File: config.mk
export PLATFORM = sky130hd
export DESIGN_NAME = dasq_top
export DESIGN_NICKNAME = d
export VERILOG_FILES = /design/src/rtl/dasq_pkg.sv /design/src/rtl/dasq_top.sv
export VERILOG_INCLUDE_DIRS = /design/src /design/src/rtl
export SDC_FILE = /design/constraint.sdc
export NUM_CORES = 1
export LEC_CHECK = 0
export BUFFER_PORTS_ARGS = -buffer_cell sky130_fd_sc_hd__buf_2
export CAP_MARGIN = 10
export CORE_MARGIN = 2
export CORE_UTILIZATION = 51
export CTS_BUF_LIST = sky130_fd_sc_hd__clkbuf_16
export CTS_CLUSTER_SIZE = 30
export DETAILED_ROUTE_END_ITERATION = 12
export GPL_ROUTABILITY_DRIVEN = 0
export PLACE_DENSITY = 0.74
export SLEW_MARGIN = 20
export SYNTH_ARGS = -nofsm -noshare
export SYNTH_HDL_FRONTEND = slang
export SYNTH_SLANG_ARGS = --single-unit
File: constraint.sdc
create_clock -name clk_i -period 2.33 [get_ports clk_i]
set_input_delay 0.3495 -clock clk_i [delete_from_list [all_inputs] [get_ports clk_i]]
set_output_delay 0.3495 -clock clk_i [all_outputs]
set_load 0.01 [all_outputs]
File: src/rtl/dasq_consts.svh
// Constants for the converter sequencing block: register offsets, field positions, reset values, timing.
// Assumes a 100 MHz system clock and a Wishbone slave with a 32-bit data path.
`ifndef DASQ_CONSTS_SVH
`define DASQ_CONSTS_SVH

// ----------------------------------------------------------------------------
// Register byte offsets
// ----------------------------------------------------------------------------
`define DASQ_ADC_CONTROL_STATUS_OFS 8'h00
`define DASQ_INTERFERENCE_GUARD_CONTROL_OFS 8'h04
`define DASQ_DAC_CONTROL_OFS 8'h08
`define DASQ_AMP_SWITCH_CONTROL_OFS 8'h0c
`define DASQ_CHAN0_DATA_PRELOAD_OFS 8'h10
`define DASQ_CHAN0_CONVERSION_VALUE_OFS 8'h14
`define DASQ_CONVERTER_CLOCK_DIV_OFS 8'h18
`define DASQ_MODULE_CONTROL_OFS 8'h1c

// ----------------------------------------------------------------------------
// Field positions
// ----------------------------------------------------------------------------
`define DASQ_CONV_START_BIT 0
`define DASQ_ADC_RUNNING_BIT 1
`define DASQ_GUARD_ENABLE_BIT 0
`define DASQ_SHARED_ENABLE_BIT 0
`define DASQ_CHAN0_ENABLE_BIT 1
`define DASQ_CHAN0_OUT_ENABLE_BIT 2
`define DASQ_AMP_ACTIVE_BIT 3
`define DASQ_AMP_READY_BIT 4
`define DASQ_CHAN0_AMP_SWITCH_BIT 0
`define DASQ_CHAN0_AMP_ENABLE_BIT 1
`define DASQ_ADC1_STOP_BIT 0
`define DASQ_EVENT_LINK_BIT 1
`define DASQ_DAC_HALTED_BIT 2

// ----------------------------------------------------------------------------
// Reset values and timing
// ----------------------------------------------------------------------------
`define DASQ_DATA_RESET 12'h000
`define DASQ_DIV_RESET 8'h03
`define DASQ_CLK_MHZ 100
`define DASQ_RESTART_MAX_CYC 6
`define DASQ_STOP_MAX_CYC 2
`define DASQ_AMP_SETTLE_US 3
`define DASQ_AMP_SETTLE_CYC (`DASQ_AMP_SETTLE_US * `DASQ_CLK_MHZ)

`endif

File: src/rtl/dasq_pkg.sv
// Types for the converter sequencing block.
// Assumes nothing beyond the constants header.
`default_nettype none

package dasq_pkg;
    // ------------------------------------------------------------------------
    // Analog unit state of the A/D, Gray along idle-start-run-stop
    // ------------------------------------------------------------------------
    typedef enum logic [1:0] {
        DASQ_ADC_IDLE = 2'b00,
        DASQ_ADC_START = 2'b01,
        DASQ_ADC_RUN = 2'b11,
        DASQ_ADC_STOP = 2'b10
    } dasq_adc_e;

    // ------------------------------------------------------------------------
    // Output amplifier state, Gray along off-armed-settle-on
    // ------------------------------------------------------------------------
    typedef enum logic [1:0] {
        DASQ_AMP_OFF = 2'b00,
        DASQ_AMP_ARMED = 2'b01,
        DASQ_AMP_SETTLE = 2'b11,
        DASQ_AMP_ON = 2'b10
    } dasq_amp_e;
endpackage

`default_nettype wire

File: src/rtl/dasq_top.sv
// Converter sequencing block: A/D start and stop timing plus D/A output amplifier enable sequence.
// Assumes a classic Wishbone master, synchronous active-high reset and a single 100 MHz clock.
`include "dasq_consts.svh"
`default_nettype none

module dasq_top (
    input wire logic clk_i,
    input wire logic rst_i,
    input wire logic wb_cyc_i,
    input wire logic wb_stb_i,
    input wire logic wb_we_i,
    input wire logic [7:0] wb_adr_i,
    input wire logic [3:0] wb_sel_i,
    input wire logic [31:0] wb_dat_i,
    output logic [31:0] wb_dat_o,
    output logic wb_ack_o,
    output logic adc_analog_run_o,
    output logic amp_on_o,
    output logic amp_switch_o,
    output logic dac_out_en_o,
    output logic [11:0] dac_value_o
);
    import dasq_pkg::*;

    // ------------------------------------------------------------------------
    // Register state
    // ------------------------------------------------------------------------
    logic conversion_start_bit; // Software start request for the A/D
    logic interference_guard_enable; // Guard between D/A and A/D activity
    logic shared_converter_enable; // Both D/A channels enabled together
    logic chan0_converter_enable; // Channel 0 converter enable
    logic chan0_output_enable; // Channel 0 output pin enable
    logic chan0_amp_switch; // Amplifier bypass switch
    logic chan0_amp_enable; // Amplifier power enable
    logic [11:0] chan0_data_preload; // Value loaded before amplifier start
    logic [11:0] chan0_conversion_value; // Value actually converted
    logic [7:0] clk_div; // Converter clock divider setting
    logic adc1_module_stop; // Module stop request for A/D unit 1
    logic event_link_drive; // Event link owns D/A operation
    logic dac_halted; // Sticky: D/A halted by a forbidden stop
    logic [7:0] div_cnt; // Divider counter
    logic converter_clock; // One-cycle enable at converter rate
    logic [2:0] adc_cnt; // Converter clocks spent in a transition
    dasq_adc_e adc_state; // A/D analog unit state
    dasq_amp_e amp_state; // Output amplifier state
    logic [15:0] settle_cnt; // Settling time counter
    logic bus_req; // Valid bus request this cycle
    logic wr_req; // Write request
    logic out_req; // Output request from either enable

    // Byte-lane write merge for one 32-bit word
    function automatic logic [31:0] merge(input logic [31:0] old_v, input logic [31:0] new_v, input logic [3:0] sel);
        logic [31:0] res;
        res = old_v;
        for (int i = 0; i < 4; i++) begin
            if (sel[i]) begin
                res[i*8 +: 8] = new_v[i*8 +: 8];
            end
        end
        return res;
    endfunction

    // Address match for a write request
    function automatic logic wr_hit(input logic [7:0] adr, input logic [7:0] ofs, input logic req);
        return req && (adr == ofs);
    endfunction

    assign bus_req = wb_cyc_i && wb_stb_i && !wb_ack_o;
    assign wr_req = bus_req && wb_we_i;
    assign out_req = shared_converter_enable || chan0_output_enable;

    // ------------------------------------------------------------------------
    // Bus acknowledge: one wait state, answer the cycle after the strobe
    // ------------------------------------------------------------------------
    always_ff @(posedge clk_i) begin
        if (rst_i) begin
            wb_ack_o <= 1'b0;
        end else begin
            wb_ack_o <= bus_req;
        end
    end

    // ------------------------------------------------------------------------
    // A/D and guard control registers
    // ------------------------------------------------------------------------
    always_ff @(posedge clk_i) begin
        if (rst_i) begin
            conversion_start_bit <= 1'b0;
            interference_guard_enable <= 1'b0;
            clk_div <= `DASQ_DIV_RESET;
            adc1_module_stop <= 1'b0;
            event_link_drive <= 1'b0;
        end else begin
            if (wr_hit(wb_adr_i, `DASQ_ADC_CONTROL_STATUS_OFS, wr_req) && wb_sel_i[0]) begin
                conversion_start_bit <= wb_dat_i[`DASQ_CONV_START_BIT];
            end
            if (wr_hit(wb_adr_i, `DASQ_INTERFERENCE_GUARD_CONTROL_OFS, wr_req) && wb_sel_i[0]) begin
                interference_guard_enable <= wb_dat_i[`DASQ_GUARD_ENABLE_BIT];
            end
            if (wr_hit(wb_adr_i, `DASQ_CONVERTER_CLOCK_DIV_OFS, wr_req)) begin
                clk_div <= 8'(merge({24'h000000, clk_div}, wb_dat_i, wb_sel_i));
            end
            if (wr_hit(wb_adr_i, `DASQ_MODULE_CONTROL_OFS, wr_req) && wb_sel_i[0]) begin
                adc1_module_stop <= wb_dat_i[`DASQ_ADC1_STOP_BIT];
                event_link_drive <= wb_dat_i[`DASQ_EVENT_LINK_BIT];
            end
        end
    end

    // ------------------------------------------------------------------------
    // Sticky D/A halt: stopping A/D unit 1 under the guard also halts the D/A.
    // Only a write with the halted bit set clears it, and a unit 1 stop under the guard in that cycle still wins.
    // ------------------------------------------------------------------------
    always_ff @(posedge clk_i) begin
        if (rst_i) begin
            dac_halted <= 1'b0;
        end else if (adc1_module_stop && interference_guard_enable) begin
            dac_halted <= 1'b1;
        end else if (wr_hit(wb_adr_i, `DASQ_MODULE_CONTROL_OFS, wr_req) && wb_sel_i[0] &&
                     wb_dat_i[`DASQ_DAC_HALTED_BIT]) begin
            dac_halted <= 1'b0;
        end
    end

    // ------------------------------------------------------------------------
    // D/A control, amplifier switch bits and data registers
    // ------------------------------------------------------------------------
    always_ff @(posedge clk_i) begin
        if (rst_i) begin
            shared_converter_enable <= 1'b0;
            chan0_converter_enable <= 1'b0;
            chan0_output_enable <= 1'b0;
            chan0_amp_switch <= 1'b0;
            chan0_amp_enable <= 1'b0;
            chan0_data_preload <= `DASQ_DATA_RESET;
            chan0_conversion_value <= `DASQ_DATA_RESET;
        end else begin
            if (wr_hit(wb_adr_i, `DASQ_DAC_CONTROL_OFS, wr_req) && wb_sel_i[0]) begin
                shared_converter_enable <= wb_dat_i[`DASQ_SHARED_ENABLE_BIT];
                chan0_converter_enable <= wb_dat_i[`DASQ_CHAN0_ENABLE_BIT];
                chan0_output_enable <= wb_dat_i[`DASQ_CHAN0_OUT_ENABLE_BIT];
            end
            // Switch bits change only on a write to their own register
            if (wr_hit(wb_adr_i, `DASQ_AMP_SWITCH_CONTROL_OFS, wr_req) && wb_sel_i[0]) begin
                chan0_amp_switch <= wb_dat_i[`DASQ_CHAN0_AMP_SWITCH_BIT];
                chan0_amp_enable <= wb_dat_i[`DASQ_CHAN0_AMP_ENABLE_BIT];
            end
            if (wr_hit(wb_adr_i, `DASQ_CHAN0_DATA_PRELOAD_OFS, wr_req)) begin
                chan0_data_preload <= 12'(merge({20'h00000, chan0_data_preload}, wb_dat_i, wb_sel_i));
            end
            if (wr_hit(wb_adr_i, `DASQ_CHAN0_CONVERSION_VALUE_OFS, wr_req)) begin
                chan0_conversion_value <= 12'(merge({20'h00000, chan0_conversion_value}, wb_dat_i, wb_sel_i));
            end
        end
    end

    // ------------------------------------------------------------------------
    // Converter clock enable divider
    // ------------------------------------------------------------------------
    always_ff @(posedge clk_i) begin
        if (rst_i) begin
            div_cnt <= 8'h00;
            converter_clock <= 1'b0;
        end else if (div_cnt >= clk_div) begin
            div_cnt <= 8'h00;
            converter_clock <= 1'b1;
        end else begin
            div_cnt <= div_cnt + 8'h01;
            converter_clock <= 1'b0;
        end
    end

    // ------------------------------------------------------------------------
    // A/D analog unit sequencing. Transitions complete on the last allowed
    // converter clock; a faster finish would still meet the bound but this
    // keeps the timing deterministic for software.
    // ------------------------------------------------------------------------
    always_ff @(posedge clk_i) begin
        if (rst_i) begin
            adc_state <= DASQ_ADC_IDLE;
            adc_cnt <= 3'h0;
        end else begin
            case (adc_state)
                DASQ_ADC_IDLE: begin
                    adc_cnt <= 3'h0;
                    if (conversion_start_bit && !adc1_module_stop) begin
                        adc_state <= DASQ_ADC_START;
                    end
                end
                DASQ_ADC_START: begin
                    if (!conversion_start_bit) begin
                        adc_state <= DASQ_ADC_IDLE;
                    end else if (converter_clock) begin
                        adc_cnt <= adc_cnt + 3'h1;
                        if (adc_cnt == 3'(`DASQ_RESTART_MAX_CYC - 1)) begin
                            adc_state <= DASQ_ADC_RUN;
                        end
                    end
                end
                DASQ_ADC_RUN: begin
                    adc_cnt <= 3'h0;
                    if (!conversion_start_bit || adc1_module_stop) begin
                        adc_state <= DASQ_ADC_STOP;
                    end
                end
                DASQ_ADC_STOP: begin
                    if (converter_clock) begin
                        adc_cnt <= adc_cnt + 3'h1;
                        if (adc_cnt == 3'(`DASQ_STOP_MAX_CYC - 1)) begin
                            adc_state <= DASQ_ADC_IDLE;
                        end
                    end
                end
                default: begin
                    adc_state <= DASQ_ADC_IDLE;
                    adc_cnt <= 3'h0;
                end
            endcase
        end
    end

    // ------------------------------------------------------------------------
    // Output amplifier sequencing. Armed only when switch and enable are set
    // with the converter off and a zero preload; any drop of both enables
    // returns it to off so the full sequence must be repeated.
    // ------------------------------------------------------------------------
    always_ff @(posedge clk_i) begin
        if (rst_i) begin
            amp_state <= DASQ_AMP_OFF;
            settle_cnt <= 16'h0000;
        end else begin
            case (amp_state)
                DASQ_AMP_OFF: begin
                    settle_cnt <= 16'h0000;
                    if (chan0_amp_switch && chan0_amp_enable && !out_req && !chan0_converter_enable &&
                        chan0_data_preload == `DASQ_DATA_RESET && !event_link_drive) begin
                        amp_state <= DASQ_AMP_ARMED;
                    end
                end
                DASQ_AMP_ARMED: begin
                    if (!chan0_amp_enable || !chan0_amp_switch || event_link_drive) begin
                        amp_state <= DASQ_AMP_OFF;
                    end else if (out_req) begin
                        amp_state <= DASQ_AMP_SETTLE;
                    end
                end
                DASQ_AMP_SETTLE: begin
                    if (!out_req || !chan0_amp_enable) begin
                        amp_state <= DASQ_AMP_OFF;
                    end else if (settle_cnt != 16'(`DASQ_AMP_SETTLE_CYC)) begin
                        settle_cnt <= settle_cnt + 16'h0001;
                    end else if (!chan0_amp_switch) begin
                        amp_state <= DASQ_AMP_ON;
                    end
                end
                DASQ_AMP_ON: begin
                    if (!out_req || !chan0_amp_enable) begin
                        amp_state <= DASQ_AMP_OFF;
                    end
                end
                default: begin
                    amp_state <= DASQ_AMP_OFF;
                end
            endcase
        end
    end

    // ------------------------------------------------------------------------
    // Registered outputs toward the analog macros
    // ------------------------------------------------------------------------
    always_ff @(posedge clk_i) begin
        if (rst_i) begin
            adc_analog_run_o <= 1'b0;
            amp_on_o <= 1'b0;
            amp_switch_o <= 1'b0;
            dac_out_en_o <= 1'b0;
            dac_value_o <= `DASQ_DATA_RESET;
        end else begin
            adc_analog_run_o <= (adc_state == DASQ_ADC_RUN) || (adc_state == DASQ_ADC_STOP);
            amp_on_o <= (amp_state == DASQ_AMP_SETTLE) || (amp_state == DASQ_AMP_ON);
            amp_switch_o <= chan0_amp_switch;
            dac_out_en_o <= out_req && !dac_halted;
            dac_value_o <= (amp_state == DASQ_AMP_ON) ? chan0_conversion_value : chan0_data_preload;
        end
    end

    // ------------------------------------------------------------------------
    // Read data, registered with the acknowledge; unmapped reads give zero
    // ------------------------------------------------------------------------
    always_ff @(posedge clk_i) begin
        if (rst_i) begin
            wb_dat_o <= 32'h00000000;
        end else if (bus_req && !wb_we_i) begin
            case (wb_adr_i)
                `DASQ_ADC_CONTROL_STATUS_OFS: begin
                    wb_dat_o <= {30'h0, adc_state == DASQ_ADC_RUN, conversion_start_bit};
                end
                `DASQ_INTERFERENCE_GUARD_CONTROL_OFS: begin
                    wb_dat_o <= {31'h0, interference_guard_enable};
                end
                `DASQ_DAC_CONTROL_OFS: begin
                    wb_dat_o <= {27'h0, amp_state == DASQ_AMP_ON, amp_on_o, chan0_output_enable,
                                 chan0_converter_enable, shared_converter_enable};
                end
                `DASQ_AMP_SWITCH_CONTROL_OFS: begin
                    wb_dat_o <= {30'h0, chan0_amp_enable, chan0_amp_switch};
                end
                `DASQ_CHAN0_DATA_PRELOAD_OFS: begin
                    wb_dat_o <= {20'h00000, chan0_data_preload};
                end
                `DASQ_CHAN0_CONVERSION_VALUE_OFS: begin
                    wb_dat_o <= {20'h00000, chan0_conversion_value};
                end
                `DASQ_CONVERTER_CLOCK_DIV_OFS: begin
                    wb_dat_o <= {24'h000000, clk_div};
                end
                `DASQ_MODULE_CONTROL_OFS: begin
                    wb_dat_o <= {29'h0, dac_halted, event_link_drive, adc1_module_stop};
                end
                default: begin
                    wb_dat_o <= 32'h00000000;
                end
            endcase
        end
    end
endmodule

`default_nettype wire

# --- Yosys cells after proc, flatten, opt, wreduce, memory -nomap -nowiden ---
# Cells that the tools add are included.
totals:
  ff_bits: 123
  latchBits: 0
  ram_bits: 0
  romBits: 0
  word_cells: 148
  mem_count: 0
classes:
  add_sub_neg: 3
  mul: 0
  n_div: 0
  order_cmp: 1
  eq_ne: 30
  shifts: 0
  mux: 27
  bitwise_logic: 0
  reduce_logical: 59
op_table:
  columns: ["op", "n"]
  rows:
  - ["$pmux 12 s8", 1]
  - ["$eq 8x5->1 const B", 4]
  - ["$mux 16", 2]
  - ["$pmux 16 s2", 1]
  - ["$mux 2", 14]
  - ["$logic_and 1x1->1", 26]
  - ["$ne 2x2->1 const B", 9]
  - ["$add 16x1->16 const B", 1]
  - ["$eq 8x4->1 const B", 2]
  - ["$ne 16x9->1 const B", 1]
  - ["$pmux 2 s4", 2]
  - ["$ne 3x3->1 const B", 5]
  - ["$logic_not 12->1", 1]
  - ["$mux 12", 1]
  - ["$logic_not 1->1", 10]
  - ["$reduce_and 2->1", 5]
  - ["$pmux 3 s3", 1]
  - ["$add 8x1->8 const B", 1]
  - ["$eq 2x2->1 const B", 4]
  - ["$eq 8x3->1 const B", 1]
  - ["$ge 8x8->1", 1]
  - ["$logic_not 8->1", 1]
  - ["$logic_or 1x1->1", 7]
  - ["$mux 3", 2]
  - ["other kinds (11)", 17]

# --- Longest topological paths before layout ---
depth:
  ltp_word: 8
  depth_mapped: 8
  ltp_nobuf: 6

# --- Least setup slack after synthesis ---
# OpenSTA, ideal clock, no wires.
synth_timing:
  kind: "input to register"
  startpoint: "input wb_adr_i[0]"
  endpoint: "register chan0_conversion_value[0]"
  setup_time_ns: 0.070
  arrival_ns: 1.664
  required_time_ns: 2.260
  path_slack_ns: 0.596
  stages: 5
  cell_sequence: "or4_1 -> nor4_2 -> buf_2 -> nand3_1 -> a21oi_1"
synth_via:
  elab_chain_len: 3
synth_rtl:
  columns: ["element", "line_no", "rtl"]
  rows:
  - ["start, declared", "dasq_top.sv:12", "input wire logic [7:0] wb_adr_i,"]
  - ["$eq 8x5->1", "dasq_top.sv:65", "return req && (adr == ofs);"]
  - ["$logic_and 1x1->1", "dasq_top.sv:65", null]
  - ["$reduce_and 2->1 (no line)", null, null]
  - ["end signal, assigned", "dasq_top.sv:136", "chan0_conversion_value <= `DASQ_DATA_RESET;"]
  - ["end signal, assigned", "dasq_top.sv:152", "chan0_conversion_value <= 12'(merge({20'h00000, chan0_conversion_value}, wb_dat_i, wb_sel_i));"]
  - ["end, declared", "dasq_top.sv:36", "logic [11:0] chan0_conversion_value;"]
# No other way between the ends.
# A chain may end at the register's enable or synchronous reset.

# --- Worst setup path after layout ---
layout_timing:
  startpoint: "register amp_state[1]"
  endpoint: "register settle_cnt[15]"
layout_via:
  elab_chain_len: 3
  elab_cells_between_ends: 7
  cone_classes: "eq/ne (3); mux (1); reduce/logical (3)"
layout_rtl:
  columns: ["element", "line_no", "rtl"]
  rows:
  - ["start, declared", "dasq_top.sv:45", "dasq_amp_e amp_state;"]
  - ["start signal, assigned", "dasq_top.sv:229", "amp_state <= DASQ_AMP_OFF;"]
  - ["start signal, assigned", "dasq_top.sv:237", "amp_state <= DASQ_AMP_ARMED;"]
  - ["start signal, assigned", "dasq_top.sv:242", "amp_state <= DASQ_AMP_OFF;"]
  - ["$eq 2x2->1 or $logic_not 2->1 (tied branches)", "dasq_top.sv:232", "case (amp_state)"]
  - ["$ne 2x2->1 (no line) or $reduce_bool 2->1 (tied branches)", null, null]
  - ["$reduce_and 3->1 (no line)", null, null]
  - ["end signal, assigned", "dasq_top.sv:251", "settle_cnt <= settle_cnt + 16'h0001;"]
  - ["end, declared", "dasq_top.sv:46", "logic [15:0] settle_cnt;"]
# Parallel ways exist; a longest one is shown, timed or not.

==> summary.txt <==
Run status
  – Status: completed

Floorplan
  – Row count: 37
  – Die Width: about 110 um
  – CORE AREA: 10,200 sq um
  – # IOs: 98
  – Initial core utilization: 51.7%
  – Die area: ~11,000 sq um
  – Chip Height: 106 um

Route
  – Vias: 4,955
  – Starting DRT DRC Count: around 450
  – Total wire length: approximately 14,000 um
  – DR pass1 iterations: 5
  – Avg WL per Cell: around 17 um
  – Antenna Nets Post-Route: 0
  – Via-per-instance ratio: around 6
  – # DRC: 0

Setup path
  – Critical path arrival: about 2.4 ns
  – CP Class: reg2reg
  – Worst path max stage delay: between 0.6 and 0.7 ns
  – Worst setup EP type: flop
  – Critical-path cell list: o2111ai_2, or4_1, or4_1, a21oi_1
  – Buf/Inv on CP: 0
  – Most used cell, CP: or4_1
  – Reg2Reg Setup Slack: between 0.15 and 0.2 ns
  – Worst-path fanout max: 12
  – Startpoint Class: flop
  – Top delay family on crit path: simple AND/OR/NAND/NOR gates
  – Worst path slowest cell: or4_1
  – Worst path required time: approximately 2.6 ns

Global routing
  – Total GRT Usage: about 25%
  – Initial antenna violation count: 0
  – Vias in the first global route: around 4,500
  – Largest net degree at the start of global routing: 38
  – Total grt overflow: 0
  – First-pass GRT wire length: about 22,000 um
  – Met2 Track Usage GR: about 40%
  – Met3 GRT Util: under 10%
  – Gr busiest metal: met2
  – Met1 usage: around 33%

Synth
  – Post-synth EDFFs: 0
  – Syn_area_per_cell: 8.37 sq um
  – Synth warn: 0
  – Synth cell types: 59
  – Ys async rst share: 0%
  – Register area share after synthesis: between 30% and 40%
  – Syn Std Cell Area: around 5300 sq um
  – Yosys reg bits: 103
  – Mapped Cells: between 600 and 700
  – Primary FF master, synth: dfxtp_1

Timing
  – Fmax: ~0.47 GHz
  – Unrepaired setup endpoints after global routing: false
  – Final Setup Violations: 0
  – Tightest Pin Transition: around 0.82 ns
  – Worst relative slew slack: a little under half
  – Final hold vios: 0
  – Fin. max-slew vios: 0
  – Tmin final: 2.13 ns
  – Final period util: between 90% and 100%
  – Setup ws final: a little under 0.2 ns
  – Setup_tns: 0 ns
  – Final Skew: ~0.011 ns

Pwr
  – Int Power: 0.00273 W
  – Maximum vdd drop: roughly 0.38 mV
  – Switch Pwr: 0.000930 W
  – Net Sw Frac: 25.4%
  – Register share of total power: 50.0%
  – Pleak: 2.11 nW
  – Combinational Power Share: under 10%
  – Power per standard cell area: 625 nW/um^2
  – Clock power share: between 40% and 50%

Placement
  – Detail Placement HPWL: 9680 um
  – PortBufs: 55
  – Pre-CTS WS: 0.227 ns
  – DP Cell Count: slightly below 800

Min path
  – HP Class: in2reg

CTS
  – # hold bufs at CTS: 0
  – # clock sinks: approximately 100
  – Setup repair bufs after CTS: 0
  – Clk buf depth: 2
  – Worst-Skew Late Latency: about 0.35 ns
  – Num CTS Buffers: 9
  – # resized after CTS: 0
  – CTS tree: yes
  – Htree depth: 3
  – Worst-path clk slew: roughly 0.070 ns
  – CTS root buf: clkbuf_16

Finish
  – Final net count: roughly 730
  – Fin cells: a little over 800
  – Synthesis-to-layout area growth: 11.3%
  – Ant. Diodes: 0
  – Share of post-route cells with drive strength above 1: 14.9%

Run
  – Total of max-cap violations: 0
## cell families after synthesis
logic type / Yosys count / share of synthesized area, %
mux: 26 / 5.13
fa+ha+maj: 17 / 4.04
other cells: 1 / 0.0712
buf+inv: 84 / 7.65
compound gates: 171 / 19.7
xor+xnor: 6 / 0.998
simple gates: 221 / 23.3
flops: 103 / 39.2
## sequential cells by signal, summed over array words and instances (netlist names), 2 cells and up
| register | count |
|---|---|
| clk_div | 8 |
| chan0_conversion_value | 12 |
| adc_state | 2 |
| chan0_data_preload | 12 |
| amp_state | 2 |
| settle_cnt | 16 |
| dac_value_o | 12 |
| wb_dat_o | 12 |
| adc_cnt | 3 |
| div_cnt | 8 |
## placed cells by master, fill, tap and decap left out, drive strengths merged, types with 8 or more instances in the layout
master,count
a21oi,78
buf,69
clkbuf,9
conb,20
dfxtp,103
ha,17
inv,22
mux2,8
mux2i,18
nand2,62
nand3,39
nand4,20
nor2,21
nor2b,9
nor3,9
o21ai,39
o31ai,10
or4,15
## synth_stat cells, drive strengths merged, types with 3 or more instances
| master | n | area share (%) |
|---|---|---|
| dfxtp | 103 | 39 |
| a21oi | 78 | 7.4 |
| clkbuf | 32 | 2.3 |
| or4 | 15 | 2.1 |
| o21ai | 39 | 3.7 |
| nor3 | 9 | 1.1 |
| a32oi | 4 | 0.67 |
| buf | 31 | 3.8 |
| mux2 | 8 | 1.7 |
| nand2b | 4 | 0.48 |
| o2bb2ai | 4 | 0.67 |
| nand3b | 3 | 0.43 |
| and4b | 3 | 0.57 |
| ha | 17 | 4.0 |
| nand2 | 62 | 4.4 |
| o22ai | 4 | 0.48 |
| nor2 | 21 | 1.5 |
| nor4bb | 3 | 0.57 |
| o31ai | 10 | 1.4 |
| and4 | 4 | 0.67 |
| and3 | 3 | 0.36 |
| nand3 | 39 | 3.7 |
| and2 | 4 | 0.48 |
| xor2 | 5 | 0.83 |
| nor2b | 9 | 1.1 |
| nor4b | 3 | 0.50 |
| nand4 | 20 | 2.4 |
| a311oi | 3 | 0.50 |
| nor4 | 5 | 0.95 |
| nor3b | 4 | 0.57 |
| a22oi | 6 | 0.86 |
| mux2i | 18 | 3.4 |
| inv | 21 | 1.5 |
| or3 | 6 | 0.71 |
| o311ai | 3 | 0.50 |
| a31o | 3 | 0.50 |
## power by group through the flow
stage | sequential, W | combinational (W) | clock [W]
floorplan | 0.00186 | 0.000226 | 0
global placement | 0.00187 | 0.000288 | 0
detailed placement | 0.00187 | 0.000295 | 0
CTS | 0.00183 | 0.000299 | 0.00153
global route | 0.00184 | 0.000336 | 0.00161
finish | 0.00183 | 0.000304 | 0.00153
## final cells by class
class,count,area (sq um)
inverter,21,78.8
clock buffer,9,225
multi-input combinational,461,2870
tap,136,170
clock inverter,7,71.3
timing repair buffer,69,380
sequential,103,2060
fill,898,4330
## metrics by stage
step	area, sq um	total power [W]	utilization (%)	hold slack, ns
2_1_floorplan	5340	0.00208	-	0.426
3_3_place_gp	5560	0.00216	54.6	0.443
3_5_place_dp	5560	0.00216	54.6	0.442
4_1_cts	5860	0.00366	57.5	0.257
5_1_grt	5860	0.00379	57.5	0.279
6_report	5860	0.00366	57.5	0.258
## worst paths after layout
path | cells past startpoint | endpoint | startpoint
setup / recovery | 4 | settle_cnt[15]$_SDFFE_PP0P_ | amp_state[1]$_SDFFE_PP0P_
hold / removal | 3 | chan0_conversion_value[11]$_SDFFE_PP0P_ | wb_dat_i[11]
setup reg to reg | 4 | settle_cnt[15]$_SDFFE_PP0P_ | amp_state[1]$_SDFFE_PP0P_
hold reg to reg | 2 | wb_dat_o[5]$_SDFFE_PP0P_ | wb_dat_o[5]$_SDFFE_PP0P_
## layer usage
| layer | share of wire [%] | wire length, um | vias up |
|---|---|---|---|
| li1 | - | - | 2344 |
| met1 | 43 | 5890 | 2347 |
| met2 | 47 | 6410 | 233 |
| met3 | 8.3 | 1130 | 31 |
| met4 | 1.9 | 254 | 0 |
| met5 | 0 | 0 | - |
## tightest hold or removal path, stage by stage
cell     delay (ns)
buf_2          0.11
nand3_1        0.06
a21oi_1        0.05
Power figures use the tool's default switching activity.
